## config.mk

```make
export PLATFORM = sky130hd
export DESIGN_NAME = dcf_channel
export DESIGN_NICKNAME = d
export VERILOG_FILES = /design/src/dcf_pkg.sv /design/src/dcf_channel.sv
export SDC_FILE = /design/constraint.sdc
export NUM_CORES = 1
export LEC_CHECK = 0
export BUFFER_PORTS_ARGS = -buffer_cell sky130_fd_sc_hd__buf_2
export CAP_MARGIN = 20
export CORE_MARGIN = 2
export CORE_UTILIZATION = 60
export CTS_BUF_LIST = sky130_fd_sc_hd__clkbuf_8
export DETAILED_ROUTE_END_ITERATION = 8
export PLACE_DENSITY = 0.89
export SLEW_MARGIN = 40
export SYNTH_ARGS = -nofsm -noshare
export SYNTH_HDL_FRONTEND = slang
export SYNTH_SLANG_ARGS = --single-unit
export TNS_END_PERCENT = 30
```

## constraint.sdc

```tcl
create_clock -name aclk -period 6.43 [get_ports aclk]
set_clock_uncertainty 0.05 [all_clocks]
set_input_delay 0.643 -clock aclk [delete_from_list [all_inputs] [get_ports aclk]]
set_output_delay 0.643 -clock aclk [all_outputs]
set_load 0.01 [all_outputs]
```

## src/dcf_pkg.sv

```systemverilog
// Package with register map, field positions, reset values and state codes for the DMA channel.
package dcf_pkg;
	// Register byte offsets on the AXI4-Lite slave.
	localparam logic [4:0] DCF_OFS_CTRL = 5'h00;
	localparam logic [4:0] DCF_OFS_SRC = 5'h04;
	localparam logic [4:0] DCF_OFS_DST = 5'h08;
	localparam logic [4:0] DCF_OFS_CNT = 5'h0c;
	localparam logic [4:0] DCF_OFS_STAT = 5'h10;
	localparam logic [4:0] DCF_OFS_MASK = 5'h14;
	localparam logic [4:0] DCF_OFS_CFG = 5'h18;
	// Control register field positions.
	localparam int DCF_BWC_LSB = 25;
	localparam int DCF_SAA_BIT = 24;
	localparam int DCF_SRW_BIT = 23;
	localparam int DCF_SRC_ADDR_STEP_EN_BIT = 22;
	localparam int DCF_SRC_WIDTH_LSB = 20;
	localparam int DCF_DST_ADDR_STEP_EN_BIT = 19;
	localparam int DCF_DST_WIDTH_LSB = 17;
	localparam int DCF_START_BIT = 16;
	localparam int DCF_AT_BIT = 15;
	localparam int DCF_EXT_REQUEST_ENABLE_BIT = 30;
	// Status register field positions, interrupt bits first.
	localparam int DCF_ST_DONE_BIT = 0;
	localparam int DCF_ST_CE_BIT = 1;
	localparam int DCF_ST_BUSY_BIT = 8;
	// Transfer width codes.
	localparam logic [1:0] DCF_W_LONG = 2'h0;
	localparam logic [1:0] DCF_W_BYTE = 2'h1;
	localparam logic [1:0] DCF_W_WORD = 2'h2;
	localparam logic [1:0] DCF_W_LINE = 2'h3;
	// Block size shifts: code 1 selects 512 or 16384 bytes, each further code doubles.
	localparam logic [4:0] DCF_BLK_SHIFT_NARROW = 5'h08;
	localparam logic [4:0] DCF_BLK_SHIFT_WIDE = 5'h0d;
	// Reset values.
	localparam logic [31:0] DCF_RST_WORD = 32'h0000_0000;
	localparam logic [23:0] DCF_RST_CNT = 24'h00_0000;
	// AXI responses.
	localparam logic [1:0] DCF_RESP_OKAY = 2'h0;
	localparam logic [1:0] DCF_RESP_SLVERR = 2'h2;
	// Channel states, one-hot.
	typedef enum logic [4:0] {
		DCF_IDLE = 5'b00001,
		DCF_ARB = 5'b00010,
		DCF_RD = 5'b00100,
		DCF_WR = 5'b01000,
		DCF_STEP = 5'b10000
	} dcf_state_t;
endpackage

```

## src/dcf_channel.sv

```systemverilog
// One DMA channel: control register decoding, transfer sequencing and its AXI4-Lite register slave.
`timescale 1ns/1ps
module dcf_channel
	import dcf_pkg::*;
(
	input wire logic aclk,
	input wire logic aresetn,
	input wire logic [4:0] s_axi_awaddr,
	input wire logic s_axi_awvalid,
	output logic s_axi_awready,
	input wire logic [31:0] s_axi_wdata,
	input wire logic [3:0] s_axi_wstrb,
	input wire logic s_axi_wvalid,
	output logic s_axi_wready,
	output logic [1:0] s_axi_bresp,
	output logic s_axi_bvalid,
	input wire logic s_axi_bready,
	input wire logic [4:0] s_axi_araddr,
	input wire logic s_axi_arvalid,
	output logic s_axi_arready,
	output logic [31:0] s_axi_rdata,
	output logic [1:0] s_axi_rresp,
	output logic s_axi_rvalid,
	input wire logic s_axi_rready,
	output logic bus_req,
	input wire logic bus_grant,
	output logic bus_cyc,
	output logic [31:0] bus_addr,
	output logic bus_read,
	output logic [1:0] bus_width,
	output logic [31:0] bus_wdata,
	input wire logic [31:0] bus_rdata,
	input wire logic bus_done,
	input wire logic ext_request_in,
	output logic dma_ack,
	output logic irq
);
	import dcf_pkg::*;

	// Whole module state; the bus-facing outputs are fields so they come straight from flops.
	typedef struct packed {
		dcf_state_t state;
		logic [2:0] bandwidth_block_size;
		logic single_addr_select;
		logic dir_read;
		logic src_addr_step_en;
		logic [1:0] src_width;
		logic dst_addr_step_en;
		logic [1:0] dst_width;
		logic ack_type;
		logic ext_request_enable;
		logic start;
		logic wide_count_select;
		logic [31:0] source_address_reg;
		logic [31:0] dest_address_reg;
		logic [23:0] byte_count;
		logic [1:0] status;
		logic [1:0] mask;
		logic ext_run;
		logic aw_held;
		logic [4:0] aw_addr;
		logic w_held;
		logic [31:0] w_data;
		logic [3:0] w_strb;
		logic bvalid;
		logic [1:0] bresp;
		logic rvalid;
		logic [31:0] rdata;
		logic [1:0] rresp;
		logic req;
		logic cyc;
		logic [31:0] addr;
		logic rd;
		logic [1:0] width;
		logic [31:0] data;
		logic ack;
		logic irq;
	} dcf_regs_t;

	dcf_regs_t q_r;
	dcf_regs_t q_nxt;

	// Bytes moved by one access of the given width.
	function automatic logic [4:0] dcf_width_bytes(input logic [1:0] w);
		case (w)
			DCF_W_BYTE: dcf_width_bytes = 5'h01;
			DCF_W_WORD: dcf_width_bytes = 5'h02;
			DCF_W_LINE: dcf_width_bytes = 5'h10;
			default: dcf_width_bytes = 5'h04;
		endcase
	endfunction

	// Byte-lane merge for partial AXI writes.
	function automatic logic [31:0] dcf_merge(input logic [31:0] old, input logic [31:0] nw, input logic [3:0] strb);
		logic [31:0] m;
		m = old;
		for (int i = 0; i < 4; i++) begin
			if (strb[i]) begin
				m[8*i +: 8] = nw[8*i +: 8];
			end
		end
		dcf_merge = m;
	endfunction

	// Control word as software sees it; start always reads zero, ack type only with the wide counter.
	function automatic logic [31:0] dcf_ctrl_word(input dcf_regs_t s);
		logic [31:0] c;
		c = DCF_RST_WORD;
		c[DCF_EXT_REQUEST_ENABLE_BIT] = s.ext_request_enable;
		c[DCF_BWC_LSB +: 3] = s.bandwidth_block_size;
		c[DCF_SAA_BIT] = s.single_addr_select;
		c[DCF_SRW_BIT] = s.dir_read;
		c[DCF_SRC_ADDR_STEP_EN_BIT] = s.src_addr_step_en;
		c[DCF_SRC_WIDTH_LSB +: 2] = s.src_width;
		c[DCF_DST_ADDR_STEP_EN_BIT] = s.dst_addr_step_en;
		c[DCF_DST_WIDTH_LSB +: 2] = s.dst_width;
		c[DCF_AT_BIT] = s.ack_type & s.wide_count_select;
		dcf_ctrl_word = c;
	endfunction

	logic [23:0] cnt_eff;
	logic [4:0] src_bytes;
	logic [4:0] dst_bytes;
	logic [4:0] xfer_bytes;
	logic [23:0] cnt_left;
	logic [23:0] blk_mask;
	logic misaligned;
	logic kick;
	logic wr_fire;
	logic wr_hit;
	logic [31:0] wr_val;
	logic [1:0] st_set;

	// Transfer size and block boundary arithmetic shared by the start check and the step.
	always_comb begin
		cnt_eff = q_r.wide_count_select ? q_r.byte_count : {8'h00, q_r.byte_count[15:0]};
		src_bytes = dcf_width_bytes(q_r.src_width);
		dst_bytes = dcf_width_bytes(q_r.dst_width);
		// Single-address mode has only the source access, so its width alone counts.
		if (q_r.single_addr_select || src_bytes >= dst_bytes) begin
			xfer_bytes = src_bytes;
		end else begin
			xfer_bytes = dst_bytes;
		end
		misaligned = (cnt_eff[3:0] & (xfer_bytes[3:0] - 4'h1)) != 4'h0;
		if (xfer_bytes == 5'h10) begin
			misaligned = cnt_eff[3:0] != 4'h0;
		end
		cnt_left = cnt_eff - {19'h0, xfer_bytes};
		blk_mask = (24'h00_0001 << ((q_r.wide_count_select ? DCF_BLK_SHIFT_WIDE : DCF_BLK_SHIFT_NARROW)
			+ {2'h0, q_r.bandwidth_block_size})) - 24'h00_0001;
		kick = q_r.start || (q_r.ext_request_enable && ext_request_in);
	end

	// Register writes, the channel sequencer and the AXI handshakes in one next-state process.
	always_comb begin
		q_nxt = q_r;
		st_set = 2'h0;
		q_nxt.start = 1'b0;
		wr_fire = q_r.aw_held && q_r.w_held && !q_r.bvalid;
		wr_hit = 1'b1;
		wr_val = q_r.w_data;

		// Address and data are taken independently and held until the write is performed.
		if (s_axi_awvalid && !q_r.aw_held) begin
			q_nxt.aw_held = 1'b1;
			q_nxt.aw_addr = s_axi_awaddr;
		end
		if (s_axi_wvalid && !q_r.w_held) begin
			q_nxt.w_held = 1'b1;
			q_nxt.w_data = s_axi_wdata;
			q_nxt.w_strb = s_axi_wstrb;
		end
		if (q_r.bvalid && s_axi_bready) begin
			q_nxt.bvalid = 1'b0;
		end

		// Register write; writes to the map while a transfer runs still land, software must not do so.
		if (wr_fire) begin
			q_nxt.aw_held = 1'b0;
			q_nxt.w_held = 1'b0;
			q_nxt.bvalid = 1'b1;
			case (q_r.aw_addr)
				DCF_OFS_CTRL: begin
					wr_val = dcf_merge(dcf_ctrl_word(q_r), q_r.w_data, q_r.w_strb);
					q_nxt.ext_request_enable = wr_val[DCF_EXT_REQUEST_ENABLE_BIT];
					q_nxt.bandwidth_block_size = wr_val[DCF_BWC_LSB +: 3];
					q_nxt.single_addr_select = wr_val[DCF_SAA_BIT];
					q_nxt.dir_read = wr_val[DCF_SRW_BIT];
					q_nxt.src_addr_step_en = wr_val[DCF_SRC_ADDR_STEP_EN_BIT];
					q_nxt.src_width = wr_val[DCF_SRC_WIDTH_LSB +: 2];
					q_nxt.dst_addr_step_en = wr_val[DCF_DST_ADDR_STEP_EN_BIT];
					q_nxt.dst_width = wr_val[DCF_DST_WIDTH_LSB +: 2];
					q_nxt.ack_type = wr_val[DCF_AT_BIT] & q_r.wide_count_select;
					q_nxt.start = wr_val[DCF_START_BIT] && q_r.w_strb[2];
				end
				DCF_OFS_SRC: q_nxt.source_address_reg = dcf_merge(q_r.source_address_reg, q_r.w_data, q_r.w_strb);
				DCF_OFS_DST: q_nxt.dest_address_reg = dcf_merge(q_r.dest_address_reg, q_r.w_data, q_r.w_strb);
				DCF_OFS_CNT: begin
					wr_val = dcf_merge({8'h00, q_r.byte_count}, q_r.w_data, q_r.w_strb);
					q_nxt.byte_count = wr_val[23:0];
				end
				DCF_OFS_STAT: begin
					// Clear by writing one; a new event in the same cycle is merged in below.
					q_nxt.status = q_r.status & ~(q_r.w_data[1:0] & {2{q_r.w_strb[0]}});
				end
				DCF_OFS_MASK: begin
					if (q_r.w_strb[0]) begin
						q_nxt.mask = q_r.w_data[1:0];
					end
				end
				DCF_OFS_CFG: begin
					if (q_r.w_strb[0]) begin
						q_nxt.wide_count_select = q_r.w_data[0];
						q_nxt.ack_type = q_nxt.ack_type & q_r.w_data[0];
					end
				end
				default: wr_hit = 1'b0;
			endcase
			q_nxt.bresp = wr_hit ? DCF_RESP_OKAY : DCF_RESP_SLVERR;
		end

		// Channel sequencer.
		case (q_r.state)
			DCF_IDLE: begin
				if (kick) begin
					if (cnt_eff == 24'h00_0000 || misaligned) begin
						st_set[DCF_ST_CE_BIT] = 1'b1;
					end else begin
						q_nxt.ext_run = !q_r.start;
						q_nxt.state = DCF_ARB;
					end
				end
			end
			DCF_ARB: begin
				q_nxt.req = 1'b1;
				if (bus_grant && q_r.req) begin
					q_nxt.cyc = 1'b1;
					q_nxt.addr = q_r.source_address_reg;
					q_nxt.width = q_r.src_width;
					// Dual mode always reads the source; single mode forces the direction bit.
					q_nxt.rd = q_r.single_addr_select ? q_r.dir_read : 1'b1;
					q_nxt.state = DCF_RD;
				end
			end
			DCF_RD: begin
				if (bus_done) begin
					q_nxt.cyc = 1'b0;
					q_nxt.data = bus_rdata;
					q_nxt.state = DCF_STEP;
					if (!q_r.single_addr_select) begin
						q_nxt.cyc = 1'b1;
						q_nxt.addr = q_r.dest_address_reg;
						q_nxt.width = q_r.dst_width;
						q_nxt.rd = 1'b0;
						q_nxt.state = DCF_WR;
					end
				end
			end
			DCF_WR: begin
				if (bus_done) begin
					q_nxt.cyc = 1'b0;
					q_nxt.state = DCF_STEP;
				end
			end
			DCF_STEP: begin
				if (q_r.src_addr_step_en) begin
					q_nxt.source_address_reg = q_r.source_address_reg + {27'h0, src_bytes};
				end
				if (q_r.dst_addr_step_en && !q_r.single_addr_select) begin
					q_nxt.dest_address_reg = q_r.dest_address_reg + {27'h0, dst_bytes};
				end
				q_nxt.byte_count = cnt_left;
				q_nxt.state = DCF_ARB;
				if (cnt_left == 24'h00_0000) begin
					q_nxt.req = 1'b0;
					q_nxt.ext_run = 1'b0;
					q_nxt.state = DCF_IDLE;
					st_set[DCF_ST_DONE_BIT] = 1'b1;
				end else if (q_r.bandwidth_block_size != 3'h0 && (cnt_left & blk_mask) == 24'h00_0000) begin
					// Dropping the request for one cycle lets other masters win arbitration.
					q_nxt.req = 1'b0;
				end
			end
			default: begin
				q_nxt.state = DCF_IDLE;
				q_nxt.req = 1'b0;
				q_nxt.cyc = 1'b0;
			end
		endcase
		q_nxt.status = q_nxt.status | st_set;

		// Acknowledge follows the cycle strobe of externally requested runs only; with the final-only type it waits for the last transfer.
		q_nxt.ack = q_nxt.cyc && q_nxt.ext_run
			&& (!(q_r.ack_type && q_r.wide_count_select) || cnt_eff == {19'h0, xfer_bytes});

		// Register read; answers one cycle after the address is taken.
		if (q_r.rvalid && s_axi_rready) begin
			q_nxt.rvalid = 1'b0;
		end
		if (s_axi_arvalid && !q_r.rvalid) begin
			q_nxt.rvalid = 1'b1;
			q_nxt.rresp = DCF_RESP_OKAY;
			case (s_axi_araddr)
				DCF_OFS_CTRL: q_nxt.rdata = dcf_ctrl_word(q_r);
				DCF_OFS_SRC: q_nxt.rdata = q_r.source_address_reg;
				DCF_OFS_DST: q_nxt.rdata = q_r.dest_address_reg;
				DCF_OFS_CNT: q_nxt.rdata = {8'h00, cnt_eff};
				DCF_OFS_STAT: q_nxt.rdata = {23'h0, q_r.state != DCF_IDLE, 6'h00, q_r.status};
				DCF_OFS_MASK: q_nxt.rdata = {30'h0, q_r.mask};
				DCF_OFS_CFG: q_nxt.rdata = {31'h0, q_r.wide_count_select};
				default: begin
					q_nxt.rdata = DCF_RST_WORD;
					q_nxt.rresp = DCF_RESP_SLVERR;
				end
			endcase
		end

		q_nxt.irq = |(q_nxt.status & q_nxt.mask);
	end

	// State register with synchronous reset.
	always_ff @(posedge aclk) begin
		if (!aresetn) begin
			q_r <= '0;
			q_r.state <= DCF_IDLE;
			q_r.byte_count <= DCF_RST_CNT;
		end else begin
			q_r <= q_nxt;
		end
	end

	// Ports come directly from the state flops.
	assign s_axi_awready = !q_r.aw_held;
	assign s_axi_wready = !q_r.w_held;
	assign s_axi_bvalid = q_r.bvalid;
	assign s_axi_bresp = q_r.bresp;
	assign s_axi_arready = !q_r.rvalid;
	assign s_axi_rvalid = q_r.rvalid;
	assign s_axi_rdata = q_r.rdata;
	assign s_axi_rresp = q_r.rresp;
	assign bus_req = q_r.req;
	assign bus_cyc = q_r.cyc;
	assign bus_addr = q_r.addr;
	assign bus_read = q_r.rd;
	assign bus_width = q_r.width;
	assign bus_wdata = q_r.data;
	assign dma_ack = q_r.ack;
	assign irq = q_r.irq;
endmodule

```

==> flow_summary_export.csv <==
group,metric,value,unit
route,final_antenna_net_count,0,
worst_setup_path,reg2reg_depth,19,
sta,fin_crit_sh,86.3,%
route,via_per_inst,6.48,
yosys,syn_area,15100,um2
yosys,synth-edff-count,0,
yosys,post-synth-top-area-fraction,35.0,%
clock_network,cts_tree,"built",
layout,layout-drive-gt1-share,16.9,%
sta,hold_ws,0.181,ns
yosys,syn-instance-count,2003,
route,firstDrtPassIters,7,
global_routing,antenna_found_initial,1,
yosys,avgSynthCellArea,7.52,um2
hold_path,hp-class,"primary input to flop",
worst_setup_path,cpPeakStageDelay,0.55,ns
pwr,p_per_area,212,nW/um2
layout,area_delta_synth_final,8.40,%
clock_network,ctsHoldBuffers,0,
sta,drv_slew,0,
yosys,synth.distinct_cells,84,
layout,fill_cells,2061,
worst_setup_path,crit_family,"simple AND/OR/NAND/NOR gates",
yosys,synthSimpleGateAreaFrac,23.2,%
worst_setup_path,required,6.81,ns
floorplan,core,24500,um2
placed_design,io_buffers,197,
global_routing,grt_pass1_vias,14100,
worst_setup_path,cp_num_buf_inv,0,
layout,multi_input_area,8420,um2
yosys,synth-compound-area-share,24.7,%
route,drtIter0Drc,2031,
yosys,synth_async_sr_flop_share,0,%
clock_network,cts_setup_buffers,0,
layout,finalNetCount,2136,
worst_setup_path,slowest_stage,"dfxtp_1",
global_routing,grt_max_degree,104,
route,wl_per_cell,21.0,um
clock_network,clk_path_buf_depth,3,
clock_network,cts_buffers,45,
global_routing,track_usage,36.9,%
floorplan,io_pins,200,
floorplan,die_h,162,um
yosys,ys_seq_elements,263,
pwr,finalPower,3470,uW
worst_setup_path,cp_max_fo,11,
yosys,synth.area.top_cells,"dfxtp_1, nand2_1, a21oi_1, nor2_1, buf_4",
worst_setup_path,crit_type,"flop to flop",
clock_network,clkSlewWorstSetupHoldPaths,0.06,ns
worst_setup_path,crit_cells,19,
route,wl,50.0,mm
sta,rsz0062_at_grt,"false",
placed_design,post-dp-hpwl,36.2,mm
yosys,synthFlopType,"dfxtp_1",
yosys,yosys.area.top_type,"dfxtp_1",
clock_network,cts_root_buf,"clkbuf_8",
placed_design,globalplace.congestion,1.03,
floorplan,dieArea,26400,um2
clock_network,postCtsResizedCells,0,
clock_network,cts_htree_levels,2,
sta,hold_viol_final,0,
floorplan,dieWidth,162,um
worst_setup_path,critPathLaunchType,"flop",
pwr,ir_drop,0.000192,V
global_routing,gr-total-overflow,0,
floorplan,row_count,57,
clock_network,cts_sinks,263,
sta,setup_viol,0,
worst_setup_path,crit_chain,"nor2b_1 > ha_1 > nand2b_1 > a21oi_1 > o21ai_0 > a211oi_2 > nand2_1 > o21ai_0 > ha_1 > fa_1 > a221oi_1 > o31ai_1 > and2_1 > or4b_1 > xnor2_1 > a22oi_1 > nand4b_1 > nor4_1 > nor2_1",
yosys,synth_top_family_by_area,"compound AO/OA/AOI/OAI gates",
job,maxCapViolations,0,
pwr,power.leakage,0.00632,uW
route,drc,0,
yosys,synth_mux_area_share,3.83,%
sta,setup_tns,0,ns
yosys,synth_fa_ha_area_share,2.31,%
yosys,synth-seq-area-share,35.0,%
outcome,status,"complete, no violations",
sta,worst_pin_slew,0.936,ns
worst_setup_path,worstPathArrival,5.93,ns
yosys,synth_warnings,0,
hold_path,hold_depth,2,
layout,seq_area,5270,um2
yosys,yosys.area_share.xor_xnor,1.34,%
sta,clock.fmax,180,MHz
worst_setup_path,end_kind,"flop",
global_routing,grt_first_pass_wirelength,77.3,mm
clock_network,insertion_delay,0.59,ns
floorplan,initial_core_util,61.6,%
sta,post-route-min-period,5.55,ns
sta,slew_headroom,37.5,%
route,vias,15400,
[worst register-to-register path, delay by kind of cell (launching register included)]
kind / cells / cell delay (ns)
XOR/XNOR: 1 / 0.16
adder cells (fa/ha/maj): 3 / 0.81
flip-flops: 1 / 0.55
AO/OA/AOI/OAI: 7 / 1.61
AND/OR/NAND/NOR: 8 / 2.21
[final timing paths]
kind,startpoint,to,slack (ns)
max,q_r[249],bus_req,0.88
min,s_axi_rready,s_axi_rvalid,0.18
max reg2reg,q_r[249],bus_req,0.88
min reg2reg,bus_wdata[27],bus_wdata[27],0.40
[per-stage QoR]
stage	setup slack, ns	utilization (%)	instances	cell area, um2
after floorplan	1.77	-	2004	15100
after global placement	1.18	62.7	2301	15300
after detailed placement	0.979	62.9	2302	15400
after CTS	0.944	66.6	2381	16300
after global routing	0.504	66.7	2382	16300
final	0.883	66.7	2382	16300
[state kept, by name, summed over array words and instances (netlist names)]
signal / cells
s_axi_rdata: 32
s_axi_bvalid: 1
s_axi_rresp: 1
bus_addr: 32
bus_read: 1
dma_ack: 1
bus_wdata: 32
bus_width: 2
irq: 1
q_r: 156
bus_req: 1
s_axi_rvalid: 1
bus_cyc: 1
s_axi_bresp: 1
[Yosys cell counts (7+ instances only)]
library cell  instances
a31o_2                7
nor2b_1              12
buf_4               102
nand4_1               9
mux2i_1              25
and3_1               23
nand2_1             292
nor4_1               12
nor2_1              232
a21oi_1             208
ha_1                 19
inv_1                41
a22oi_1              77
mux4_2                7
nand2b_1             14
a31oi_1              27
o221ai_1              8
clkbuf_1            129
and2_1               14
nand3_1              61
dfxtp_1             263
a311oi_1              9
a221oi_1             14
xnor2_1              19
buf_1                 7
a211oi_1             70
a21o_1                8
o22ai_1               9
nor3_1               45
or3_1                11
mux2_2               15
o21ai_0             101
[power by group]
group,internal [uW],switching [uW]
sequential,1650,47.6
combinational,70.9,144
clock,824,725
total,2550,916
[cell families (layout without fill, tap and decap cells)]
group / count (synthesis) / count (layout)
adder cells (fa/ha/maj): 26 / 26
AO/OA/AOI/OAI: 591 / 591
multiplexers: 47 / 47
XOR/XNOR: 23 / 23
other: 1 / 3
buffers and inverters: 283 / 336
flip-flops: 263 / 263
AND/OR/NAND/NOR: 769 / 769
[per-layer routing]
metal | wire length [um] | GRT usage, % | up-vias
met4 | 2000 | 15.0 | 0
met5 | 0 | 0 | -
met3 | 6190 | 8.61 | 157
li1 | - | - | 7102
met1 | 20000 | 50.0 | 7179
met2 | 21800 | 56.8 | 1002
[cell usage in the layout (no fill, tap or decap), types with 11 or more instances in the layout]
cell	n
nand2_1	291
and2_1	13
mux2i_1	25
xnor2_1	19
or3_1	11
buf_2	196
a22oi_1	77
o21ai_0	101
a221oi_1	14
nor2_1	229
clkbuf_8	55
inv_1	50
ha_1	19
dfxtp_1	263
a211oi_1	69
and3_1	23
a31oi_1	27
nor3_1	44
mux2_2	15
nand2b_1	14
a21oi_1	207
nand3_1	61
buf_4	19
[final cells by class]
type	count	share of cell area (%)
flip-flops and latches	263	32.3
inverters	41	0.989
multi-input cells	1458	51.6
diodes	1	0.0153
repair buffers	216	7.05
clock buffers	55	4.64
well taps	324	2.48
clock inverters	24	0.966
No activity file was read; power rests on OpenSTA's default activity.
